===== config.mk =====
export PLATFORM = sky130hd
export DESIGN_NAME = supply_cmp_ctrl
export DESIGN_NICKNAME = d
export VERILOG_FILES = /design/src/design/supply_cmp_pkg.sv /design/src/design/warmup_if.sv /design/src/design/warmup_timer.sv /design/src/design/supply_cmp_ctrl.sv
export SDC_FILE = /design/constraint.sdc
export NUM_CORES = 1
export LEC_CHECK = 0
export BUFFER_PORTS_ARGS = -buffer_cell sky130_fd_sc_hd__buf_4
export CAP_MARGIN = 20
export CORE_UTILIZATION = 40
export DETAILED_ROUTE_END_ITERATION = 10
export HOLD_SLACK_MARGIN = 0.15
export PLACE_DENSITY = 0.64
export SLEW_MARGIN = 10
export SYNTH_ARGS = -nofsm -noshare
export SYNTH_HDL_FRONTEND = slang
export SYNTH_SLANG_ARGS = --single-unit

===== constraint.sdc =====
create_clock -name core_clk_i -period 2.3 [get_ports core_clk_i]
set_clock_uncertainty 0.2 [all_clocks]
set_input_delay 0.69 -clock core_clk_i [delete_from_list [all_inputs] [get_ports core_clk_i]]
set_output_delay 0.69 -clock core_clk_i [all_outputs]
set_load 0.02 [all_outputs]

===== src/design/supply_cmp_pkg.sv =====
package supply_cmp_pkg;
   // Register byte offsets.
   localparam logic [11:0] OFS_CONTROL = 12'h000;
   localparam logic [11:0] OFS_INPUT_SEL = 12'h004;
   localparam logic [11:0] OFS_STATUS = 12'h008;
   localparam logic [11:0] OFS_INT_ENABLE = 12'h00c;
   localparam logic [11:0] OFS_INT_FLAGS = 12'h010;
   localparam logic [11:0] OFS_FLAG_SET = 12'h014;
   localparam logic [11:0] OFS_FLAG_CLEAR = 12'h018;

   // Control register field positions.
   localparam int CTL_ENABLE = 0;
   localparam int CTL_IDLE_VAL = 2;
   localparam int CTL_HYST = 4;
   localparam int CTL_WARM_LO = 8;
   localparam int CTL_WARM_HI = 10;
   localparam int CTL_RISE = 16;
   localparam int CTL_FALL = 17;
   localparam int CTL_BIAS_LO = 24;
   localparam int CTL_BIAS_HI = 27;
   localparam int CTL_HALVE = 30;

   // Input selection field positions.
   localparam int SEL_TRIG_LO = 0;
   localparam int SEL_TRIG_HI = 5;
   localparam int SEL_LPREF = 8;

   // Status and interrupt bit positions.
   localparam int STA_ACTIVE = 0;
   localparam int STA_RESULT = 1;
   localparam int IRQ_EDGE = 0;
   localparam int IRQ_WARMUP = 1;
   localparam int IRQ_BITS = 2;

   // Reset values.
   localparam logic [3:0] BIAS_LEVEL_RST = 4'h7;
   localparam logic BIAS_HALVE_RST = 1'b1;
   localparam logic [2:0] WARMUP_SEL_RST = 3'h0;

   // Warm-up length is WARMUP_BASE shifted left by the select field.
   localparam int WARM_CNT_W = 10;
   localparam logic [WARM_CNT_W-1:0] WARMUP_BASE = 10'h004;
   localparam logic [WARM_CNT_W-1:0] WARM_ONE = 10'h001;
endpackage


===== src/design/warmup_if.sv =====
`timescale 1ns/100ps
interface warmup_if;
   import supply_cmp_pkg::*;
   logic enable;
   logic [2:0] select;
   logic active;
   logic done;
   modport ctrl (output enable, output select, input active, input done);
   modport timer (input enable, input select, output active, output done);
endinterface


===== src/design/warmup_timer.sv =====
`timescale 1ns/100ps
module warmup_timer
   import supply_cmp_pkg::*;
(
   input wire logic core_clk_i,
   input wire logic arst_n_i,
   warmup_if.timer wu
);
   logic [WARM_CNT_W-1:0] count_reg;
   logic [WARM_CNT_W-1:0] count_next;
   logic active_reg;
   logic done_reg;
   wire logic [WARM_CNT_W-1:0] length = WARMUP_BASE << wu.select;
   wire logic last = (count_reg == length - WARM_ONE);
   wire logic finish = wu.enable && !active_reg && last;

   // Count up while enabled and not yet active; a disable restarts the count.
   assign count_next = (!wu.enable || active_reg) ? '0 : count_reg + WARM_ONE;
   assign wu.active = active_reg;
   assign wu.done = done_reg;

   // Active rises after the full length and falls as soon as enable drops.
   always_ff @(posedge core_clk_i or negedge arst_n_i) begin
      if (!arst_n_i) begin
         count_reg <= '0;
         active_reg <= 1'b0;
         done_reg <= 1'b0;
      end else begin
         count_reg <= count_next;
         active_reg <= wu.enable && (active_reg || last);
         done_reg <= finish;
      end
   end
endmodule


===== src/design/supply_cmp_ctrl.sv =====
// Decided for this implementation: the APB interface to the registers.
`timescale 1ns/100ps
// Functional notes
// - Seven word registers at offsets 0x000 to 0x018 are decoded from the base.
// - Writing ones to the flag-set register sets those flags; zeros do nothing.
// - Writing ones to the flag-clear register clears those flags; zeros do nothing.
// - Control holds bias level bits 27:24 reset 7 and bias halve bit 30 reset 1.
// - Falling-edge sense bit 17 lets falling comparator edges set the edge flag.
// - Rising-edge sense bit 16 lets rising comparator edges set the edge flag.
// - Warm-up select bits 10:8 give a warm-up of four shifted left by the field.
// - Once enabled and warmed up the active status bit is set.
// - While disabled or warming, active is clear and output shows the idle value.
// - Interrupt is raised when an enabled edge or warm-up flag is set.
// - The warm-up flag is set when a warm-up sequence finishes.
module supply_cmp_ctrl
   import supply_cmp_pkg::*;
(
   input wire logic core_clk_i,
   input wire logic arst_n_i,
   input wire logic psel,
   input wire logic penable,
   input wire logic pwrite,
   input wire logic [11:0] paddr,
   input wire logic [31:0] pwdata,
   output logic [31:0] prdata,
   output logic pready,
   output logic pslverr,
   input wire logic cmp_raw_i,
   output logic cmp_enable_o,
   output logic [3:0] bias_level_o,
   output logic bias_halve_o,
   output logic hysteresis_on_o,
   output logic [5:0] trig_level_o,
   output logic low_power_ref_o,
   output logic compare_result_o,
   output logic irq_o
);
   // Bundle of signals shared with the warm-up timer. The control side drives
   // enable and select from the control register, and the timer answers with
   // the active level and a one-cycle done pulse at the end of each warm-up.
   warmup_if wu ();

   // Stored control fields. Each one except the interrupt flags is a plain read/write flop that only a
   // write to the control, input selection or interrupt enable word changes.
   // Software should change them only while the comparator is disabled; the
   // logic does not enforce that, so a change while active takes effect at once.
   logic enable_reg;
   logic idle_output_value_reg;
   logic hysteresis_on_reg;
   logic [2:0] warmup_select_reg;
   logic rise_edge_sense_reg;
   logic fall_edge_sense_reg;
   logic [3:0] bias_level_reg;
   logic bias_halve_reg;
   logic [5:0] trig_level_reg;
   logic low_power_ref_reg;
   logic [IRQ_BITS-1:0] int_enable_reg;
   logic [IRQ_BITS-1:0] flags_reg;
   logic [IRQ_BITS-1:0] flags_next;

   // Comparator path and bus answer registers. The raw comparator level is
   // asynchronous to the core clock, so it passes two flops before the result
   // register or the edge detectors look at it. The bus answer is held in flops
   // so that every output of this block comes straight from a register.
   logic cmp_meta_reg;
   logic cmp_sync_reg;
   logic result_reg;
   logic result_next;
   logic [31:0] prdata_reg;
   logic pready_reg;
   logic pslverr_reg;
   logic irq_reg;

   // Bus phase decode: the read is captured in setup, writes land at the access edge.
   // A write strobe needs the registered ready as well, so a write takes effect
   // exactly once, at the single edge where the master sees ready high. The
   // address compare is on the full byte address, so a misaligned address never
   // aliases onto a register; it falls out as unmapped and answers with an error.
   // Writes to the read-only status and flag words match no strobe and are lost.
   wire logic setup = psel && !penable;
   wire logic wr_take = psel && penable && pready_reg && pwrite;
   wire logic hit_ctl = (paddr == OFS_CONTROL);
   wire logic hit_sel = (paddr == OFS_INPUT_SEL);
   wire logic hit_sta = (paddr == OFS_STATUS);
   wire logic hit_ien = (paddr == OFS_INT_ENABLE);
   wire logic hit_flg = (paddr == OFS_INT_FLAGS);
   wire logic hit_set = (paddr == OFS_FLAG_SET);
   wire logic hit_clr = (paddr == OFS_FLAG_CLEAR);
   wire logic mapped = hit_ctl || hit_sel || hit_sta || hit_ien || hit_flg
                       || hit_set || hit_clr;
   wire logic wr_ctl = wr_take && hit_ctl;
   wire logic wr_sel = wr_take && hit_sel;
   wire logic wr_ien = wr_take && hit_ien;
   wire logic wr_set = wr_take && hit_set;
   wire logic wr_clr = wr_take && hit_clr;

   // Read images; reserved positions stay zero.
   // Every image starts from zero and only the implemented fields are laid on
   // top, so reserved bits read back as zero whatever software wrote to them.
   // The status image shows the live active level and the visible result.
   logic [31:0] ctl_image;
   logic [31:0] sel_image;
   logic [31:0] sta_image;
   logic [31:0] ien_image;
   logic [31:0] flg_image;
   logic [31:0] read_mux;

   always_comb begin
      ctl_image = '0;
      ctl_image[CTL_ENABLE] = enable_reg;
      ctl_image[CTL_IDLE_VAL] = idle_output_value_reg;
      ctl_image[CTL_HYST] = hysteresis_on_reg;
      ctl_image[CTL_WARM_HI:CTL_WARM_LO] = warmup_select_reg;
      ctl_image[CTL_RISE] = rise_edge_sense_reg;
      ctl_image[CTL_FALL] = fall_edge_sense_reg;
      ctl_image[CTL_BIAS_HI:CTL_BIAS_LO] = bias_level_reg;
      ctl_image[CTL_HALVE] = bias_halve_reg;
      sel_image = '0;
      sel_image[SEL_TRIG_HI:SEL_TRIG_LO] = trig_level_reg;
      sel_image[SEL_LPREF] = low_power_ref_reg;
      sta_image = '0;
      sta_image[STA_ACTIVE] = wu.active;
      sta_image[STA_RESULT] = result_reg;
      ien_image = '0;
      ien_image[IRQ_BITS-1:0] = int_enable_reg;
      flg_image = '0;
      flg_image[IRQ_BITS-1:0] = flags_reg;
   end

   // Read data selection; write-only and unmapped words read as zero.
   // The flag set and flag clear words are write-only strobes and have no
   // storage of their own, so reading them returns zero. The address decode is
   // one-hot, so the order of the chain only matters for readability.
   assign read_mux = hit_ctl ? ctl_image :
                     hit_sel ? sel_image :
                     hit_sta ? sta_image :
                     hit_ien ? ien_image :
                     hit_flg ? flg_image : '0;

   // Warm-up timer hookup.
   // The timer sees the stored enable and select fields directly. Dropping the
   // enable bit clears its count and its active level, so the next enable always
   // waits for a full warm-up before the comparator result is trusted.
   assign wu.enable = enable_reg;
   assign wu.select = warmup_select_reg;

   warmup_timer u_warmup (
      .core_clk_i(core_clk_i),
      .arst_n_i(arst_n_i),
      .wu(wu)
   );

   // The visible output is the synchronised comparator when active, else the idle value.
   // Edges are found between the next visible value and the registered one, so
   // the edge flag is set at the same clock edge at which the result changes.
   // Changes of the forced idle value count as edges too; picking the idle value
   // equal to the expected settled level avoids a spurious edge when warm-up ends.
   // After reset both the result and the idle value are low, so no false edge
   // follows the release of reset.
   assign result_next = wu.active ? cmp_sync_reg : idle_output_value_reg;
   wire logic rise_seen = rise_edge_sense_reg && result_next && !result_reg;
   wire logic fall_seen = fall_edge_sense_reg && !result_next && result_reg;

   // Hardware and flag-set sources win over a simultaneous clear.
   // Clearing is applied first and setting second, so an event that lands in
   // the same cycle as a clear is never lost. Software that clears a flag and
   // then finds it set again knows that a fresh event has arrived.
   // Zero bits in the set and clear words leave their flags as they are.
   logic [IRQ_BITS-1:0] hw_set;
   logic [IRQ_BITS-1:0] sw_set;
   logic [IRQ_BITS-1:0] sw_clr;

   always_comb begin
      hw_set = '0;
      hw_set[IRQ_EDGE] = rise_seen || fall_seen;
      hw_set[IRQ_WARMUP] = wu.done;
      sw_set = wr_set ? pwdata[IRQ_BITS-1:0] : '0;
      sw_clr = wr_clr ? pwdata[IRQ_BITS-1:0] : '0;
      flags_next = (flags_reg & ~sw_clr) | sw_set | hw_set;
   end

   // Comparator synchroniser and result register.
   // Only the second flop reads the first, which keeps the metastable node
   // away from any other logic. The result register adds one more cycle, so
   // the visible output follows the raw input three clock cycles later.
   // The response time of the analog part itself comes on top of this.
   always_ff @(posedge core_clk_i or negedge arst_n_i) begin
      if (!arst_n_i) begin
         cmp_meta_reg <= 1'b0;
         cmp_sync_reg <= 1'b0;
         result_reg <= 1'b0;
      end else begin
         cmp_meta_reg <= cmp_raw_i;
         cmp_sync_reg <= cmp_meta_reg;
         result_reg <= result_next;
      end
   end

   // Control register.
   // A write replaces every implemented field at once; there are no byte
   // strobes. The bias level and the halving bit leave this block unchanged as
   // settings for the analog bias generator, which decodes them into a current.
   // Reserved bits of the write word are simply not stored.
   always_ff @(posedge core_clk_i or negedge arst_n_i) begin
      if (!arst_n_i) begin
         enable_reg <= 1'b0;
         idle_output_value_reg <= 1'b0;
         hysteresis_on_reg <= 1'b0;
         warmup_select_reg <= WARMUP_SEL_RST;
         rise_edge_sense_reg <= 1'b0;
         fall_edge_sense_reg <= 1'b0;
         bias_level_reg <= BIAS_LEVEL_RST;
         bias_halve_reg <= BIAS_HALVE_RST;
      end else if (wr_ctl) begin
         enable_reg <= pwdata[CTL_ENABLE];
         idle_output_value_reg <= pwdata[CTL_IDLE_VAL];
         hysteresis_on_reg <= pwdata[CTL_HYST];
         warmup_select_reg <= pwdata[CTL_WARM_HI:CTL_WARM_LO];
         rise_edge_sense_reg <= pwdata[CTL_RISE];
         fall_edge_sense_reg <= pwdata[CTL_FALL];
         bias_level_reg <= pwdata[CTL_BIAS_HI:CTL_BIAS_LO];
         bias_halve_reg <= pwdata[CTL_HALVE];
      end
   end

   // Input selection and interrupt enable registers.
   // The trigger level and the low-power reference bit go straight to the
   // analog front end. The enable word masks the level interrupt only; the
   // flags themselves are set whether or not their source is enabled.
   always_ff @(posedge core_clk_i or negedge arst_n_i) begin
      if (!arst_n_i) begin
         trig_level_reg <= '0;
         low_power_ref_reg <= 1'b0;
         int_enable_reg <= '0;
      end else begin
         if (wr_sel) begin
            trig_level_reg <= pwdata[SEL_TRIG_HI:SEL_TRIG_LO];
            low_power_ref_reg <= pwdata[SEL_LPREF];
         end
         if (wr_ien) begin
            int_enable_reg <= pwdata[IRQ_BITS-1:0];
         end
      end
   end

   // Sticky flags and the level interrupt.
   // The interrupt is computed from the next flag value, so it rises at the
   // same edge as the flag that causes it and stays high until software
   // clears the flag or masks it. A change of the enable word reaches the
   // interrupt one edge after the write.
   always_ff @(posedge core_clk_i or negedge arst_n_i) begin
      if (!arst_n_i) begin
         flags_reg <= '0;
         irq_reg <= 1'b0;
      end else begin
         flags_reg <= flags_next;
         irq_reg <= |(flags_next & int_enable_reg);
      end
   end

   // Bus answer: one wait-free access phase after every setup cycle.
   // Ready is a one-cycle pulse that follows each setup cycle, so back-to-back
   // transfers need no extra idle cycle. Read data is captured at the setup
   // edge and stands through the access cycle; a write answers with zero data.
   // The error flag stands with ready for any address outside the map and the
   // access then has no effect. The master must not hold penable low for more
   // than one setup cycle, or a second answer would be produced.
   always_ff @(posedge core_clk_i or negedge arst_n_i) begin
      if (!arst_n_i) begin
         prdata_reg <= '0;
         pready_reg <= 1'b0;
         pslverr_reg <= 1'b0;
      end else begin
         pready_reg <= setup;
         pslverr_reg <= setup && !mapped;
         if (setup) begin
            prdata_reg <= pwrite ? '0 : read_mux;
         end
      end
   end

   // Outputs straight from flip-flops.
   // Each port is a plain copy of a register, with no logic in between, so
   // the analog front end and the interrupt controller see glitch-free levels
   // and the timing from this block is one flop to the pin.
   assign prdata = prdata_reg;
   assign pready = pready_reg;
   assign pslverr = pslverr_reg;
   assign cmp_enable_o = enable_reg;
   assign bias_level_o = bias_level_reg;
   assign bias_halve_o = bias_halve_reg;
   assign hysteresis_on_o = hysteresis_on_reg;
   assign trig_level_o = trig_level_reg;
   assign low_power_ref_o = low_power_ref_reg;
   assign compare_result_o = result_reg;
   assign irq_o = irq_reg;
endmodule


==> impl_metrics.yaml, run 1 <==
timing:
  hold_violations: 0
  setup_ws_ns: 0.346
  finalSetupViolations: 0
  rsz0062_at_grt: "false"
  layout_min_cycle_time_ns: 1.95
  max_freq_ghz: 0.512
  finalCritPeriodShare_pct: 84.9
  drv_slew: 0
  hold_ws_ns: 0.158
status:
  status: "finished clean"
cts:
  clk_latency_ns: 0.33
  path_clk_slew_ns: 0.06
  cts-root-buf: "clkbuf_8"
  cts-buffers-inserted: 9
  cts_sinks: 58
  htreeDepth: 3
  cts_tree: "done"
  post_cts_buffers: 0
  clock_path_buffers: 2
global_routing:
  grt-ovfl-total: 0
  grt_max_degree: 34
  grt_antenna_before_repair: 0
  grt_pass1_vias: 2154
  grt_pass1_wl_mm: 10.2
  track_usage_pct: 18.1
run:
  maxCapViolations: 0
worst_setup_path:
  worstPathArrival_ns: 1.96
  cp_max_fo: 7
  critPathSlowestCell: "nor4b_1"
  worstSetupPathType: "input pin to flip-flop"
  cp-end-kind: "flip-flop"
  cp_cell_sequence: "buf_4, nor4b_1, nand2_1, mux2_2"
  cp-start-kind: "input pin"
  worstPathRequired_ns: 2.31
  critical-path-max-stage-delay_ns: 0.45
layout:
  final_common_cell: "buf_4"
  final_cell_mix: "buf_4 (76), dfrtp_1 (54), nand2_1 (26), nor2_1 (16), conb_1 (16)"
  drive_gt1_share_pct: 38.0
  fill_cells: 594
  finish.utilization_pct: 54.2
  fin_nets: 383
  stdcell_count: 433
  largest_register_ffs: 16
  antenna_cells: 0
  area_growth_pct: 30.9
power:
  pwr-share-clk_pct: 46.8
  p_int_mw: 1.72
  p_switching_mw: 0.488
  p_total_mw: 2.21
  power_switching_share_pct: 22.1
  p_per_area_nw_per_um2: 599
  max-vdd-ir-drop_v: 0.000317
  p_comb_share_pct: 6.8
  p_seq_share_pct: 46.5
  leakagePower_nw: 1.79
yosys:
  synth_area_per_cell_um2: 11.2
  ys_types: 50
  synth_area_leader_cell: "dfrtp_1"
  syn_inst: 251
  mappedNetlistArea_um2: 2810
  synth_top_area_share_pct: 48.0
  ys_ff_latch: 58
  synth-edff-count: 0
  yosysSeqAreaShare_pct: 51.8
  yosysWarningCount: 0
  synthTopCellsByArea: "dfrtp_1 (48%), mux2_4 (5.3%), mux2_2 (5.2%)"
  async_reset_ff_share_pct: 100
  ys.flop_type: "dfrtp_1"
route:
  vias: 2195
  ant_nets: 0
  dr.pass1.iters: 4
  post-route-drc-count: 0
  drt-total-wl_mm: 6.25
  detail_route.iter0.violations: 206
  detail_route.wl_per_cell_um: 14.4
  routed_via_density: 5.07
floorplanning:
  die_h_um: 85.9
  ios: 100
  die_area_um2: 7370
  die_x_um: 85.9
  rows: 30
  core_um2: 6790
  start_util_pct: 41.4
placed_design:
  dp.cells: 416
  place_congestion: 0.911
  portBuffers: 67
  hpwl_mm: 4.51
  place_ws_ns: -0.0117
hold_path:
  min_path_type: "flip-flop to flip-flop"
## Yosys cell counts, types with 2 or more instances
master	number
dfrtp_1	54
nand2_1	26
buf_4	16
nor2_1	16
mux2_2	13
a22o_1	11
o21ai_0	11
mux2_4	10
nand3_1	9
inv_1	7
nand4_1	6
a21oi_1	5
nor2b_1	5
xor2_1	5
buf_2	4
clkbuf_1	4
dfstp_2	4
and4_1	3
nand2b_1	3
a22oi_1	2
a32oi_1	2
and3_1	2
nor4_1	2
nor4_4	2
o2111ai_1	2
o21a_1	2
xnor2_1	2
## kinds of logic after synthesis
logic type               synth area share, %
AND/OR/NAND/NOR                         16.6
flip-flops                              51.8
AO/OA/AOI/OAI                           11.1
buffers and inverters                   6.85
multiplexers                            10.9
XOR/XNOR                                2.18
adder cells (fa/ha/maj)                0.445
other                                  0.133
## per-layer routing
metal / share of wire, % / up-vias / track usage [%]
li1: - / 1031 / -
met1: 42 / 1064 / 23.1
met2: 50 / 89 / 29.5
met3: 6.3 / 11 / 4.33
met4: 1.7 / 0 / 8.33
met5: 0 / - / 0
## power groups by stage
| stage | logic (mW) | registers (mW) | clock network [mW] |
|---|---|---|---|
| final | 0.149 | 1.03 | 1.03 |
| after floorplan | 0.0710 | 1.05 | 0 |
| after global routing | 0.164 | 1.02 | 1.10 |
| after CTS | 0.151 | 1.03 | 1.05 |
| after detailed placement | 0.149 | 1.04 | 0 |
| after global placement | 0.148 | 1.04 | 0 |
## per-stage QoR
step,cell area (um^2),TNS [ns]
after floorplan,2870,0
after global placement,3450,0
after detailed placement,3450,-0.0122
after CTS,3680,0
after global routing,3680,0
final,3680,0
## what timing repair did
item                                    4_1_cts  5_1_grt
hold buffers                                  1        0
endpoints found under the setup margin        0        0
endpoints found under the hold margin        28        0
resized for setup                             0        0
## area by class of cell
type / count / area, um^2 / share of cell area (%)
clock buffer: 11 / 141 / 3.84
clock inverter: 5 / 77.6 / 2.11
inverter: 7 / 26.3 / 0.714
multi-input combinational: 176 / 1220 / 33.1
sequential: 58 / 1460 / 39.6
tap: 96 / 120 / 3.26
timing repair buffer: 80 / 641 / 17.4
## worst paths after layout
path                                    endpoint  slack, ns  depth (start not counted)                  from
min                                 cmp_sync_reg       0.16                          0          cmp_meta_reg
max in group asynchronous  u_warmup.count_reg[0]       0.76                          3              arst_n_i
min reg2reg                         cmp_sync_reg       0.16                          0          cmp_meta_reg
max                              trig_level_o[0]       0.35                          4              paddr[3]
max reg2reg                     u_warmup.wu.done       0.37                          6  warmup_select_reg[2]
min in group asynchronous        trig_level_o[5]       0.65                          2              arst_n_i
## worst max-delay path, delay by kind of cell
family        cells  cell delay [ns]
simple gates      2             0.78
buf+inv           1             0.13
mux               1             0.35
Power figures use the tool's default switching activity.
==> inputs of run 2 (changes only) <==
==> constraint.sdc (replaced) <==
create_clock -name core_clk_i -period 1.85 [get_ports core_clk_i]
set_clock_uncertainty 0.2 [all_clocks]
set_input_delay 0.555 -clock core_clk_i [delete_from_list [all_inputs] [get_ports core_clk_i]]
set_output_delay 0.555 -clock core_clk_i [all_outputs]
set_load 0.02 [all_outputs]
==> run 2 against run 1 <==
- global-route usage is 0.60 points higher
- power rose by 18%
- critical endpoint is now irq_o
- routed wire length is 5.1% higher
==> impl_metrics.yaml, run 2 (synthesized netlist as in run 1, its figures left out) <==
floorplanning:
  die_area_um2: 7370
  rows: 30
  die_h_um: 85.9
  core_um2: 6790
  die_x_um: 85.9
  start_util_pct: 41.4
  ios: 100
cts:
  cts_sinks: 58
  htreeDepth: 3
  clock_path_buffers: 2
  cts-buffers-inserted: 9
  cts-root-buf: "clkbuf_8"
  clk_latency_ns: 0.33
  path_clk_slew_ns: 0.07
  cts_tree: "done"
layout:
  stdcell_count: 457
  largest_register_ffs: 16
  antenna_cells: 0
  final_common_cell: "buf_4"
  drive_gt1_share_pct: 43.2
  fill_cells: 580
  fin_nets: 407
  finish.utilization_pct: 56.9
  area_growth_pct: 37.5
  final_cell_mix: "buf_4 (100), dfrtp_1 (52), nand2_1 (26), nor2_1 (16), conb_1 (16)"
route:
  detail_route.wl_per_cell_um: 14.4
  drt-total-wl_mm: 6.57
  routed_via_density: 5.00
  detail_route.iter0.violations: 135
  dr.pass1.iters: 4
  ant_nets: 0
  post-route-drc-count: 0
  vias: 2287
worst_setup_path:
  critical-path-max-stage-delay_ns: 0.32
  r2r-start: "warmup_select_reg[1]"
  crit_path_start: "paddr[7]"
  cp_num_cells: 7
  worstPathRequired_ns: 1.84
  rr_worst_depth: 6
  cp-end-kind: "flip-flop"
  path_buf_inv: 2
  r2r_end: "u_warmup.wu.done"
  critPathTopFamily: "simple AND/OR/NAND/NOR gates"
  cp-start-kind: "input pin"
  worstPathArrival_ns: 1.78
  reg2reg_slack_ns: 0.07
  critPathSlowestCell: "nor4b_2"
  cp_cell_sequence: "buf_4, buf_4, nor4b_2, nand4_1, o21ai_1, o21a_1, o2111ai_1"
  worstSetupPathType: "input pin to flip-flop"
  cp_max_fo: 2
  crit_end: "irq_o"
  crit_top_cell: "buf_4"
run:
  maxCapViolations: 0
global_routing:
  grt_max_degree: 38
  grt_pass1_vias: 2220
  grt_antenna_before_repair: 0
  track_usage_pct: 18.7
  grt-ovfl-total: 0
  grt_pass1_wl_mm: 10.6
power:
  max-vdd-ir-drop_v: 0.000350
  pwr-share-clk_pct: 43.0
  p_switching_mw: 0.615
  p_per_area_nw_per_um2: 672
  power_switching_share_pct: 23.7
  p_comb_share_pct: 7.9
  leakagePower_nw: 1.90
  p_int_mw: 1.98
  p_seq_share_pct: 49.1
timing:
  max_freq_ghz: 0.559
  finalSetupViolations: 0
  finalCritPeriodShare_pct: 96.6
  layout_min_cycle_time_ns: 1.79
  hold_violations: 0
  drv_slew: 0
placed_design:
  dp.cells: 434
  portBuffers: 67
  hpwl_mm: 4.72
  place_congestion: 0.839
status:
  status: "finished clean"
hold_path:
  min_path_type: "flip-flop to flip-flop"
  hold_depth: 0
[run 2: cell types whose count changed in the layout (fill, tap and decap cells not counted), moves of 2 or more]
cell | before | now
dfrtp_2 | 0 | 2
o21ai_0 | 11 | 9
o21ai_1 | 0 | 2
dfrtp_1 | 54 | 52
buf_4 | 76 | 100
[run 2: power by group through the flow]
stage                     sequential (mW)  clock [mW]  combinational (mW)
final                                1.27        1.12               0.206
after floorplan                      1.30           0              0.0901
after global routing                 1.27        1.20               0.225
after detailed placement             1.30           0               0.204
after global placement               1.30           0               0.202
after CTS                            1.27        1.14               0.208
[run 2: stage by stage]
stage                     cell area, um^2  setup TNS (ns)  setup WS (ns)  hold slack (ns)  total power [mW]
after floorplan                      2900           -2.21         -0.157           0.0594              1.39
after global placement               3600           -6.87         -0.242            0.135              1.50
after detailed placement             3600           -7.07         -0.246            0.142              1.50
after CTS                            3810               0         0.0199            0.156              2.62
after global routing                 3870         -0.0304        -0.0304            0.178              2.70
final                                3870               0         0.0620            0.154              2.60
[run 2: cell type report]
cell class / count / area [um^2] / area share [%]
multi-input combinational: 176 / 1260 / 32.7
clock buffer: 11 / 131 / 3.40
tap: 96 / 120 / 3.11
sequential: 58 / 1460 / 37.7
inverter: 7 / 26.3 / 0.680
timing repair buffer: 104 / 811 / 21.0
clock inverter: 5 / 56.3 / 1.46
[run 2: worst min path at each step]
stage	slack [ns]	startpoint	end
after floorplan	0.06	arst_n_i	bias_level_o[3]
after global placement	0.13	cmp_meta_reg	cmp_sync_reg
after detailed placement	0.14	cmp_meta_reg	cmp_sync_reg
after CTS	0.16	cmp_meta_reg	cmp_sync_reg
after global routing	0.18	cmp_meta_reg	cmp_sync_reg
final	0.15	cmp_meta_reg	cmp_sync_reg
[run 2: worst register-to-register path: cells and delay by family, from the launching register on]
| kind | cells | cell delay (ns) |
|---|---|---|
| compound gates | 3 | 0.62 |
| flops | 1 | 0.45 |
| simple gates | 2 | 0.26 |
| buf+inv | 1 | 0.17 |
[run 2: timing repair]
action / 4_1_cts / 5_1_grt
setup endpoints to repair: 2 / 3
endpoints found under the hold margin: 18 / 0
buffers inserted: 0 / 5
gates resized for setup: 2 / 6
hold buffers: 2 / 0
pin swaps: 0 / 1
[run 2: metal layers]
metal | vias up | wire length, um | share of wire, % | global-route usage, %
li1 | 1078 | - | - | -
met1 | 1116 | 2970 | 45 | 23.9
met2 | 84 | 3110 | 47 | 30.0
met3 | 9 | 413 | 6.3 | 5.97
met4 | 0 | 73 | 1.1 | 7.12
met5 | - | 0 | 0 | 0
==> inputs of run 3 (changes only) <==
--- a/config.mk
+++ b/config.mk
@@ -11,6 +11,7 @@
 export DETAILED_ROUTE_END_ITERATION = 10
 export HOLD_SLACK_MARGIN = 0.15
 export PLACE_DENSITY = 0.64
+export REMOVE_ABC_BUFFERS = 1
 export SLEW_MARGIN = 10
 export SYNTH_ARGS = -nofsm -noshare
 export SYNTH_HDL_FRONTEND = slang
==> run 3 against run 2 <==
- non-clock buffer count rose by 5
- sequential share of layout area shrank 0.50 points
- clock power is 14% higher
- final area up 1.4%
- routed wire length is 3.0% lower
- combinational power about the same
- global-route usage down 0.68 points
- setup slack better by 0.013 ns
- critical endpoint is now u_warmup.wu.done
- largest cell class unchanged
==> impl_metrics.yaml, run 3 (synthesized netlist as in run 1, its figures left out) <==
placed_design:
  hpwl_mm: 4.72
  dp.cells: 441
  portBuffers: 67
  place_congestion: 0.883
hold_path:
  hold_depth: 0
  hold_start: "cmp_meta_reg"
  min_path_type: "flip-flop to flip-flop"
  min_delay_worst_endpoint: "cmp_sync_reg"
floorplanning:
  die_x_um: 85.9
  ios: 100
  rows: 30
  die_h_um: 85.9
  core_um2: 6790
  die_area_um2: 7370
  start_util_pct: 41.4
cts:
  htreeDepth: 3
  cts_tree: "done"
  cts_sinks: 58
  cts-buffers-inserted: 9
  cts-root-buf: "clkbuf_8"
  clock_path_buffers: 2
  path_clk_slew_ns: 0.07
  clk_latency_ns: 0.33
timing:
  drv_slew: 0
  max_freq_ghz: 0.563
  layout_min_cycle_time_ns: 1.78
  hold_ws_ns: 0.148
  finalSetupViolations: 0
  fin_tns_setup_ns: 0
  rsz0062_at_grt: "true"
  finalCritPeriodShare_pct: 95.9
  hold_violations: 0
layout:
  final_cell_mix: "buf_4 (104), dfrtp_1 (51), nand2_1 (26), nor2_1 (16), conb_1 (16)"
  fill_cells: 582
  multi_input_area_um2: 1230
  drive_gt1_share_pct: 43.7
  final_common_cell: "buf_4"
  antenna_cells: 0
  area_growth_pct: 39.4
  largest_register_ffs: 16
  fin_nets: 412
  regArea_um2: 1460
  stdcell_count: 462
worst_setup_path:
  cp_cell_sequence: "nor2b_1, o21ai_1, a41oi_1, a2111oi_2, buf_4, nor2b_1"
  cp-end-kind: "flip-flop"
  crit_top_cell: "nor2b_1"
  reg2reg_slack_ns: 0.07
  rr_worst_depth: 6
  critical-path-max-stage-delay_ns: 0.44
  worstPathArrival_ns: 1.84
  worstSetupPathType: "flip-flop to flip-flop"
  critPathTopFamily: "compound AO/OA/AOI/OAI gates"
  cp-start-kind: "flip-flop"
  r2r_end: "u_warmup.wu.done"
  path_buf_inv: 1
  cp_max_fo: 6
  worstPathRequired_ns: 1.91
  critPathSlowestCell: "dfrtp_2"
  r2r-start: "warmup_select_reg[1]"
route:
  vias: 2265
  dr.pass1.iters: 5
  detail_route.iter0.violations: 130
  drt-total-wl_mm: 6.38
  ant_nets: 0
  routed_via_density: 4.90
  post-route-drc-count: 0
  detail_route.wl_per_cell_um: 13.8
power:
  max-vdd-ir-drop_v: 0.000596
  p_per_area_nw_per_um2: 705
  leakagePower_nw: 1.93
global_routing:
  grt_pass1_wl_mm: 10.2
  grt_antenna_before_repair: 0
  grt-ovfl-total: 0
  grt_pass1_vias: 2138
  track_usage_pct: 18.1
  grt_max_degree: 26
status:
  status: "finished clean"
run:
  maxCapViolations: 0
-- run 3: power breakdown --
| group | switching (mW) | total (mW) | internal [mW] |
|---|---|---|---|
| Combinational | 0.116 | 0.206 | 0.0895 |
| Clock | 0.494 | 1.28 | 0.791 |
| Sequential | 0.00147 | 1.27 | 1.27 |
-- run 3: layer usage --
metal  wire length, um  vias up  GRT usage (%)
li1                  -     1084              -
met1              2930     1099           25.1
met2              3020       75           27.5
met3               345        7           4.14
met4                80        0           7.27
met5                 0        -              0
-- run 3: repair_timing --
action	CTS	global route
setup endpoints to repair	2	4
hold buffers	2	0
pin swaps	0	1
gates resized for setup	2	5
endpoints found under the hold margin	21	0
setup buffers	0	3
-- run 3: layout make-up --
cell class | instances | area share, %
clock buffer | 11 | 3.61
inverter | 7 | 0.670
clock inverter | 5 | 1.98
timing repair buffer | 109 | 22.0
tap | 96 | 3.06
sequential | 58 | 37.2
multi-input combinational | 176 | 31.5
-- run 3: metrics by stage --
step / power, mW / area [um^2] / setup WS (ns) / utilization, %
floorplan: 1.36 / 2700 / -0.187 / -
global placement: 1.50 / 3640 / -0.277 / 53.6
detailed placement: 1.50 / 3640 / -0.265 / 53.6
CTS: 2.80 / 3890 / 0.0179 / 57.2
global route: 2.88 / 3920 / -0.0140 / 57.7
finish: 2.76 / 3920 / 0.0750 / 57.7
-- run 3: worst max path at each step --
| stage | start | to | slack, ns | cells past startpoint |
|---|---|---|---|---|
| 2_1_floorplan | paddr[9] | cmp_enable_o | -0.19 | 4 |
| 3_3_place_gp | paddr[7] | irq_o | -0.28 | 7 |
| 3_5_place_dp | paddr[7] | int_enable_reg[1] | -0.27 | 6 |
| 4_1_cts | warmup_select_reg[2] | u_warmup.wu.done | 0.02 | 6 |
| 5_1_grt | warmup_select_reg[1] | u_warmup.wu.done | -0.01 | 6 |
| 6_report | warmup_select_reg[1] | u_warmup.wu.done | 0.07 | 6 |
